**config.mk**
```make
export PLATFORM = sky130hd
export DESIGN_NAME = sps_top
export DESIGN_NICKNAME = d
export VERILOG_FILES = /design/src/include/sps_pkg.sv /design/src/include/sps_tmr_if.sv /design/src/design/sps_top.sv /design/src/design/sps_timer.sv
export VERILOG_INCLUDE_DIRS = /design/src /design/src/include
export SDC_FILE = /design/constraint.sdc
export NUM_CORES = 1
export LEC_CHECK = 0
export ABC_AREA = 1
export BUFFER_PORTS_ARGS = -buffer_cell sky130_fd_sc_hd__buf_2
export CORE_MARGIN = 3
export CORE_UTILIZATION = 30
export CTS_BUF_LIST = sky130_fd_sc_hd__clkbuf_8
export CTS_CLUSTER_DIAMETER = 50
export DETAILED_ROUTE_END_ITERATION = 10
export GPL_ROUTABILITY_DRIVEN = 0
export HOLD_SLACK_MARGIN = 0.1
export PLACE_DENSITY = 0.51
export RECOVER_POWER = 100
export SKIP_LAST_GASP = 1
export SYNTH_ARGS = -nofsm -noshare
export SYNTH_HDL_FRONTEND = slang
export SYNTH_HIERARCHICAL = 1
export SYNTH_SLANG_ARGS = --single-unit
```
**constraint.sdc**
```tcl
create_clock -name clock -period 1.51 [get_ports clock]
set_input_delay 0.2265 -clock clock [delete_from_list [all_inputs] [get_ports clock]]
set_output_delay 0.2265 -clock clock [all_outputs]
set_load 0.005 [all_outputs]
```
**src/include/sps_regs.svh**
```systemverilog
// constants for the soft power supervisor: timing figures and widths
// assumes a single 25 MHz clock; derived cycle counts are formed in the top module
// Summary of operation
// switch press asks host to wake or power down
// host drives the supply control line
// no host response: force supplies off after 2 min
// any of six rails under 90%: immediate shutdown
// over-temperature notifies the host
// over-temperature: force off after 2 min
// faults latch; clear after 15 s mains absence
// under-voltage monitor blanked 1 s after power-up
// supplies switched by dedicated on/off outputs
// host completing transition cancels the timeout
`ifndef SPS_REGS_SVH
`define SPS_REGS_SVH
`define SPS_CLK_HZ         64'd25000000
`define SPS_REQ_TIMEOUT_S  64'd120
`define SPS_UV_BLANK_S     64'd1
`define SPS_FAULT_CLR_S    64'd15
`define SPS_RAIL_COUNT     6
`define SPS_SUPPLY_COUNT   2
`define SPS_TMR_WIDTH      32
`endif

```
**src/include/sps_pkg.sv**
```systemverilog
// types shared by the soft power supervisor modules
// assumes sps_regs.svh is on the include path
`include "sps_regs.svh"
package sps_pkg;
  // power sequencing states
  typedef enum logic [1:0] {
    ST_OFF,
    ST_WAKE_WAIT,
    ST_ON,
    ST_DOWN_WAIT
  } sps_state_e;

  // complete state of the top module
  typedef struct packed {
    sps_state_e                         state;
    logic [1:0]                         swSync;
    logic                               swPrev;
    logic [1:0]                         cpuSync;
    logic [1:0]                         otSync;
    logic [1:0]                         mainsSync;
    logic [`SPS_RAIL_COUNT-1:0]         railSync0;
    logic [`SPS_RAIL_COUNT-1:0]         railSync1;
    logic                               wakeReq;
    logic                               downReq;
    logic                               otNotify;
    logic                               uvFault;
    logic                               otFault;
    logic [`SPS_SUPPLY_COUNT-1:0]       supplyOn;
  } sps_state_s;

  // complete state of one interval timer
  typedef struct packed {
    logic [`SPS_TMR_WIDTH-1:0] cnt;
    logic                      done;
  } sps_tmr_s;
endpackage

```
**src/include/sps_tmr_if.sv**
```systemverilog
// handshake between the supervisor and one interval timer
// assumes both ends share the supervisor clock
`timescale 1ns/1ns
interface sps_tmr_if;
  logic run;      // count while high, restart when low
  logic expired;  // interval elapsed while run stayed high
  modport owner (output run, input expired);
  modport timer (input run, output expired);
endinterface

```
**src/design/sps_top.sv**
```systemverilog
// soft power supervisor: power switch, host handshake, supply enables, rail and thermal faults
// assumes all inputs except clock and rst are asynchronous pins; runs from an always-present supply
`timescale 1ns/1ns
`include "sps_regs.svh"
module sps_top
  import sps_pkg::*;
#(
  parameter longint REQ_CYCLES   = `SPS_REQ_TIMEOUT_S * `SPS_CLK_HZ,
  parameter longint BLANK_CYCLES = `SPS_UV_BLANK_S * `SPS_CLK_HZ,
  parameter longint CLEAR_CYCLES = `SPS_FAULT_CLR_S * `SPS_CLK_HZ
) (
  input  wire logic                         clock,
  input  wire logic                         rst,
  input  wire logic                         powerSwitch,
  input  wire logic                         cpuSupplyCtl,
  input  wire logic [`SPS_RAIL_COUNT-1:0]   railOk,
  input  wire logic                         overTemp,
  input  wire logic                         mainsPresent,
  output logic                              wakeReq,
  output logic                              downReq,
  output logic                              overTempNotify,
  output logic [`SPS_SUPPLY_COUNT-1:0]      supplyOn,
  output logic                              uvFault,
  output logic                              otFault
);
  // state and decoded helpers
  sps_state_s s_ff;   // registered state
  sps_state_s nxt_s;  // next state
  logic       cpuOn;  // host holds supplies on
  logic       press;  // switch press edge
  logic       uvTrip; // armed monitor sees a low rail
  logic       faults; // any latched fault

  // one handshake bundle per interval timer
  sps_tmr_if reqIf ();    // host response timeout
  sps_tmr_if blankIf ();  // monitor blanking after power-up
  sps_tmr_if clearIf ();  // mains absence for fault clear

  // request timeout runs while a request is outstanding
  assign reqIf.run   = (s_ff.state == ST_WAKE_WAIT) || (s_ff.state == ST_DOWN_WAIT);
  assign blankIf.run = s_ff.supplyOn[0];
  assign clearIf.run = ~s_ff.mainsSync[1];

  // each timer restarts whenever its run line drops
  sps_timer #(.LIMIT(REQ_CYCLES))   u_req   (.clock(clock), .rst(rst), .tmr(reqIf));
  sps_timer #(.LIMIT(BLANK_CYCLES)) u_blank (.clock(clock), .rst(rst), .tmr(blankIf));
  sps_timer #(.LIMIT(CLEAR_CYCLES)) u_clear (.clock(clock), .rst(rst), .tmr(clearIf));

  // decoded views of the synchronised inputs
  assign cpuOn  = s_ff.cpuSync[1];
  assign press  = s_ff.swSync[1] & ~s_ff.swPrev;
  assign uvTrip = blankIf.expired & s_ff.supplyOn[0] & ~(&s_ff.railSync1);
  assign faults = s_ff.uvFault | s_ff.otFault;

  // sequencing, fault latching and supply control
  always_comb begin
    nxt_s = s_ff;
    // two-stage synchronisers
    nxt_s.swSync    = {s_ff.swSync[0], powerSwitch};
    nxt_s.swPrev    = s_ff.swSync[1];
    nxt_s.cpuSync   = {s_ff.cpuSync[0], cpuSupplyCtl};
    nxt_s.otSync    = {s_ff.otSync[0], overTemp};
    nxt_s.mainsSync = {s_ff.mainsSync[0], mainsPresent};
    // rails synchronised as a bus; only the monitor reads the second stage
    nxt_s.railSync0 = railOk;
    nxt_s.railSync1 = s_ff.railSync0;
    // fault clear after long mains absence; sets below win
    if (clearIf.expired) begin
      nxt_s.uvFault  = 1'b0;
      nxt_s.otFault  = 1'b0;
      nxt_s.otNotify = 1'b0;
    end
    // thermal fault latches even while off
    if (s_ff.otSync[1]) begin
      nxt_s.otFault = 1'b1;
    end
    case (s_ff.state)
      ST_OFF: begin
        // press while off asks the host to wake
        if (press && !faults) begin
          nxt_s.state   = ST_WAKE_WAIT;
          nxt_s.wakeReq = 1'b1;
        end
      end
      ST_WAKE_WAIT: begin
        // host answer ends the wait, silence ends it by timeout
        if (cpuOn) begin
          nxt_s.state   = ST_ON;
          nxt_s.wakeReq = 1'b0;
        end else if (reqIf.expired) begin
          nxt_s.state   = ST_OFF;
          nxt_s.wakeReq = 1'b0;
        end
      end
      ST_ON: begin
        if (!cpuOn) begin
          // host powered down on its own
          nxt_s.state = ST_OFF;
        end else if (s_ff.otSync[1] && !s_ff.otNotify) begin
          // first thermal warning of this fault episode
          nxt_s.state    = ST_DOWN_WAIT;
          nxt_s.otNotify = 1'b1;
        end else if (press) begin
          // press while on asks for a power-down
          nxt_s.state   = ST_DOWN_WAIT;
          nxt_s.downReq = 1'b1;
        end
      end
      ST_DOWN_WAIT: begin
        // host dropping its line completes the power-down
        if (!cpuOn) begin
          nxt_s.state   = ST_OFF;
          nxt_s.downReq = 1'b0;
        end else if (reqIf.expired) begin
          nxt_s.state   = ST_OFF;
          nxt_s.downReq = 1'b0;
        end
      end
      default: begin
        // illegal code recovers to off
        nxt_s.state = ST_OFF;
      end
    endcase
    // under-voltage overrides everything, no host involvement
    if (uvTrip) begin
      nxt_s.uvFault = 1'b1;
      nxt_s.state   = ST_OFF;
      nxt_s.wakeReq = 1'b0;
      nxt_s.downReq = 1'b0;
    end
    // supplies follow the host line only while sequencing allows it
    nxt_s.supplyOn = {`SPS_SUPPLY_COUNT{cpuOn && !nxt_s.uvFault &&
                      (nxt_s.state == ST_ON || nxt_s.state == ST_DOWN_WAIT)}};
  end

  // state register
  always_ff @(posedge clock) begin
    if (rst) begin
      s_ff       <= '0;
      s_ff.state <= ST_OFF;
    end else begin
      s_ff <= nxt_s;
    end
  end

  // outputs straight from flops
  assign wakeReq        = s_ff.wakeReq;
  assign downReq        = s_ff.downReq;
  assign overTempNotify = s_ff.otNotify;
  assign supplyOn       = s_ff.supplyOn;
  assign uvFault        = s_ff.uvFault;
  assign otFault        = s_ff.otFault;
endmodule

```
**src/design/sps_timer.sv**
```systemverilog
// interval timer: expired rises once run has been high for LIMIT cycles
// assumes run comes from logic on the same clock
`timescale 1ns/1ns
`include "sps_regs.svh"
module sps_timer
  import sps_pkg::*;
#(
  parameter int          WIDTH = `SPS_TMR_WIDTH,
  parameter longint      LIMIT = 64'd1
) (
  input  wire logic      clock,
  input  wire logic      rst,
  sps_tmr_if.timer       tmr
);
  sps_tmr_s s_ff;   // registered state
  sps_tmr_s nxt_s;  // next state

  // count up while run holds, hold done at the end
  always_comb begin
    nxt_s = s_ff;
    if (!tmr.run) begin
      nxt_s.cnt  = '0;
      nxt_s.done = 1'b0;
    end else if (s_ff.cnt == WIDTH'(LIMIT - 64'd1)) begin
      nxt_s.done = 1'b1;
    end else begin
      nxt_s.cnt = s_ff.cnt + WIDTH'(1);
    end
  end

  // state register
  always_ff @(posedge clock) begin
    if (rst) begin
      s_ff <= '0;
    end else begin
      s_ff <= nxt_s;
    end
  end

  assign tmr.expired = s_ff.done;
endmodule

```
After elaboration in Yosys (flattened, before gate mapping)
Index checks and enable logic that the tools add are counted.
{"block": "classes", "n_addsub": 3, "mux": 23, "bitwise_logic": 8, "eq_ne": 14, "reduce_logical": 20}
{"operator": "$add 32x1->32 const B", "count": 3}
{"operator": "$eq 32x25->1 const B", "count": 1}
{"operator": "$eq 32x29->1 const B", "count": 1}
{"operator": "$eq 32x32->1 const B", "count": 1}
{"operator": "$mux 2", "count": 9}
{"operator": "$mux 1", "count": 10}
{"operator": "$eq 2x2->1 const B", "count": 4}
{"operator": "$ne 2x2->1 const B", "count": 4}
{"operator": "$pmux 2 s4", "count": 1}
{"operator": "$reduce_or 2->1", "count": 4}
{"operator": "$ne 3x2->1 const B", "count": 2}
{"operator": "$reduce_and 6->1", "count": 1}
{"operator": "$reduce_bool 2->1", "count": 3}
{"operator": "$reduce_and 5->1", "count": 1}
{"operator": "$logic_and 1x1->1", "count": 4}
{"operator": "$not 1->1", "count": 4}
{"operator": "$pmux 1 s2", "count": 2}
{"operator": "$and 1x1->1", "count": 3}
{"operator": "$logic_not 1->1", "count": 3}
{"operator": "$mux 3", "count": 1}
{"operator": "$reduce_and 3->1", "count": 1}
{"operator": "$eq 2x1->1 const B", "count": 1}
{"operator": "$logic_not 2->1", "count": 1}
{"operator": "$logic_or 1x1->1", "count": 2}
{"operator": "$or 1x1->1", "count": 1}
{"block": "totals", "out_inout_bits": 7, "elab_cells": 88, "input_bits": 12, "reg_bits": 128}

Logic depth before layout (Yosys ltp)
{"block": "depth", "ltp_word": 10, "depth_mapped": 9, "ltp_nobuf": 9}

By module
The synthesis kept the hierarchy.
{"module": "sps_timer (u_req)", "cells_per_inst": 343, "n_inst": 1, "area_each_um2": 2035.7, "seq_area_each_um2": 660.6}
{"module": "sps_timer (u_blank)", "cells_per_inst": 311, "n_inst": 1, "area_each_um2": 1948.1, "seq_area_each_um2": 660.6}
{"module": "sps_timer (u_clear)", "cells_per_inst": 298, "n_inst": 1, "area_each_um2": 1841.8, "seq_area_each_um2": 660.6}
{"module": "sps_top", "cells_per_inst": 146, "n_inst": 1, "area_each_um2": 1061.0, "seq_area_each_um2": 580.6}

Worst setup path before layout
No wires, ideal clock.
{"block": "synth_timing", "path_kind": "reg-to-reg", "from": "reg u_blank/s_ff[2] (netlist name)", "to": "reg u_blank/s_ff[17] (netlist name)", "t_required_ns": 1.382, "period_less_slack_ns": 1.354, "slack_ns": 0.156, "t_arrival_ns": 1.226, "path_stages_with_launch": 8, "setup_time_ns": 0.128, "path_buffers": 0, "path_cell_list": "dfxtp_1 > ha_1 > nand2_2 > nor2_4 > nand2_1 > nor2_1 > xor2_1 > nor2_1"}
{"block": "synth_between", "elab_chain_len": 1, "elab_cells_between_ends": 2}
{"element": "start, declared", "line": "sps_timer.sv:15", "source": "sps_tmr_s s_ff;"}
{"element": "start signal, assigned", "line": "sps_timer.sv:36", "source": "s_ff <= nxt_s;"}
{"element": "$add 32x1->32 or $eq 32x25->1 (tied branches)", "line": "sps_timer.sv:27, sps_timer.sv:24"}
Parallel ways exist; a longest one is shown, timed or not.
A chain may end at the register's enable or synchronous reset.

Worst setup path after layout
{"block": "layout_timing", "from": "reg u_blank/s_ff[21] (netlist name)", "to": "reg u_blank/s_ff[1] (netlist name)"}
{"block": "layout_between", "elab_chain_len": 1}
{"element": "$eq 32x25->1", "line": "sps_timer.sv:24", "source": "end else if (s_ff.cnt == WIDTH'(LIMIT - 64'd1)) begin"}
No other way between the ends.

==> flow_summary.ini <==
[status]
outcome = finished, final reports clean

[setup_path]
arrival_ns = 1.73
r2r-end = u_blank/s_ff[1]
crit_path_end_kind = register
crit_required_ns = 1.84
worstSetupStartpointType = register
crit_type = reg2reg
endpoint = u_blank/s_ff[1]
reg2regPathDepth = 8
rr_startpoint = u_blank/s_ff[21]
crit_start = u_blank/s_ff[21]
reg2reg_slack_ns = 0.11
path_max_fanout = 5

[sta]
finalHoldViolCount = 0
whs_ns = 0.397
setup_tns_ns = 0
relSlewSlack_pct = 70.0
fin_crit_ns = 1.40
period_share_pct = 92.5
fmax_mhz = 716
worst_pin_slew_ns = 0.449
fin_ws_ns = 0.113
fin_skew_ns = 0.0208
drv_slew = 0
setup-violations-final = 0
rsz0062_at_grt = true

[layout]
syn_to_final_growth_pct = 17.1
fin_nets = 1172
num_antenna_cells = 0
fin_area_um2 = 8070
drive_gt1_share_pct = 14.3
nFillCells = 2416

[synthesis]
ys_seq_area_share_pct = 37.2
synth_warnings = 6
ys_ff_latch = 128
synth.distinct_cells = 31
synth_area_um2 = 6890
synthFlopType = dfxtp_1
yosys-top-cells-area = dfxtp_1, nand2_1, nor2_1
synth_top_cells_by_count = nand2_1, nor2_1, inv_1
yosys.area.top_type_share_pct = 37.2
syn_inst = 1098
syn_nets = 1113
synth.avg_cell_area_um2 = 6.27
yosys.area.top_type = dfxtp_1
synth_edf_count = 0
async_reset_ff_share_pct = 0
yosysMostFrequentCell = nand2_1

[route]
wl_per_cell_um = 11.8
drc = 0
vias = 6431
ant_nets = 0
drtIter0Drc = 298
drt_wl_total_mm = 17.1
avgViaCountPerCell = 4.44
dr.pass1.iters = 5

[clocking]
clk_pin_slew_worst_paths_ns = 0.10
htree_levels = 4
clock_latency_ns = 0.45
numCtsBuffers = 17
cts.path.max_buffers = 2
root_buffer = clkbuf_8
cts_tree = done
clock-sinks = 128

[hold_path]
worstHoldPathType = reg2reg
hold-path-cell-count = 2

[run]
cap_violations = 0

[power]
p_leak_nw = 2.57
p_sw_share_pct = 25.6
internal_power_mw = 4.87
clkPwrFrac_pct = 44.8
seq_power_share_pct = 52.4
p_total_mw = 6.54
power_density_nw_per_um2 = 811
power.switching_mw = 1.68
ir_drop_mv = 0.499
p_comb_share_pct = 2.8

[placed_design]
io_buffers = 18
postPlaceCellArea_um2 = 7430
dp_hpwl_mm = 12.9
pre_cts_slack_ns = 0.0182

[floorplanning]
row_count = 54
core_area_um2 = 22200
start_util_pct = 31.1
die_area_um2 = 24800
fp.dieW_um = 158
die_h_um = 158
io_pins = 19

[global_route]
grt_pass1_wl_mm = 28.7
grt_overflow = 0
grt_start_max_net_pins = 20
antenna_found_initial = 0
grt_usage_pct = 14.4
grt_pass1_vias = 5958
-- flip-flops by register name, summed over array words and instances (netlist names), 11 cells and up --
register and flops:
nxt_s 11, u_blank/s_ff 32, u_clear/s_ff 32, s_ff 11, u_req/s_ff 32
-- through the flow --
stage          utilization [%]  std cells
2_1_floorplan                -       1098
3_3_place_gp              33.5       1405
3_5_place_dp              33.5       1405
4_1_cts                   35.8       1447
5_1_grt                   36.4       1449
6_report                  36.4       1449
-- metal layers --
layer  track usage [%]  routed length [um]  vias to the layer above
met4              4.13                 250                        0
met1              19.4                8570                     2835
met3              2.80                 478                       16
li1                  -                   -                     3506
met5                 0                   0                        -
met2              23.3                7770                       74
-- area by class of cell --
class	instances	area [um2]	share of cell area, %
inverters	134	503	6.24
multi-input cells	822	3870	48.0
clock buffers	18	248	3.07
clock inverters	13	131	1.63
repair buffers	54	387	4.79
flip-flops and latches	128	2580	32.0
well taps	280	350	4.34
-- cell usage in the layout (no fill, tap or decap), drive strengths merged, types with 3 or more instances in the layout --
cell type    netlist  final
a21oi             81     81
buf                8     36
clkbuf             6     25
clkinv             1      6
dfxtp            128    128
dlygate4sd3        0     11
ha                 3      3
inv              133    138
nand2            327    327
nand3             63     63
nand3b             6      6
nor2             287    287
nor3               8      8
nor3b              3      3
o21ai             22     22
xnor2              8      8
xor2               8      8
-- repair_timing --
item	in CTS	in global routing
hold endpoints to repair	13	0
pin swaps	0	7
endpoints found under the setup margin	1	61
hold buffers	11	0
gates resized for setup	1	46
buffers inserted	0	2
-- critical path: stages, from the launching register on --
cell	delay, ns
dfxtp_1	0.40
nand2_1	0.12
nor2_1	0.18
nand3b_1	0.10
nor2_1	0.12
clkbuf_2	0.18
nand3_1	0.08
nand2_1	0.06
nor2_1	0.04
-- power groups by stage --
stage | sequential (mW) | clock, mW | combinational [mW]
3_3_place_gp | 3.51 | 0 | 0.165
6_report | 3.43 | 2.93 | 0.183
3_5_place_dp | 3.51 | 0 | 0.166
4_1_cts | 3.43 | 3.06 | 0.187
5_1_grt | 3.44 | 3.17 | 0.212
2_1_floorplan | 3.51 | 0 | 0.113
-- cell families (layout without fill, tap and decap cells) --
kind of cell / after synthesis / after routing / synth area share, %
xor+xnor: 16 / 16 / 2.03
flops: 128 / 128 / 37.2
buf+inv: 148 / 219 / 8.47
compound gates: 104 / 104 / 7.65
simple gates: 699 / 699 / 44.1
fa+ha+maj: 3 / 3 / 0.545
-- worst min-delay path by stage --
stage,startpoint,endpoint
floorplan,railOk[3],nxt_s[10]
global placement,nxt_s[20],s_ff[20]
detailed placement,nxt_s[11],s_ff[11]
CTS,nxt_s[11],s_ff[11]
global route,nxt_s[10],s_ff[10]
finish,nxt_s[10],s_ff[10]
No activity file was read; power rests on OpenSTA's default activity.
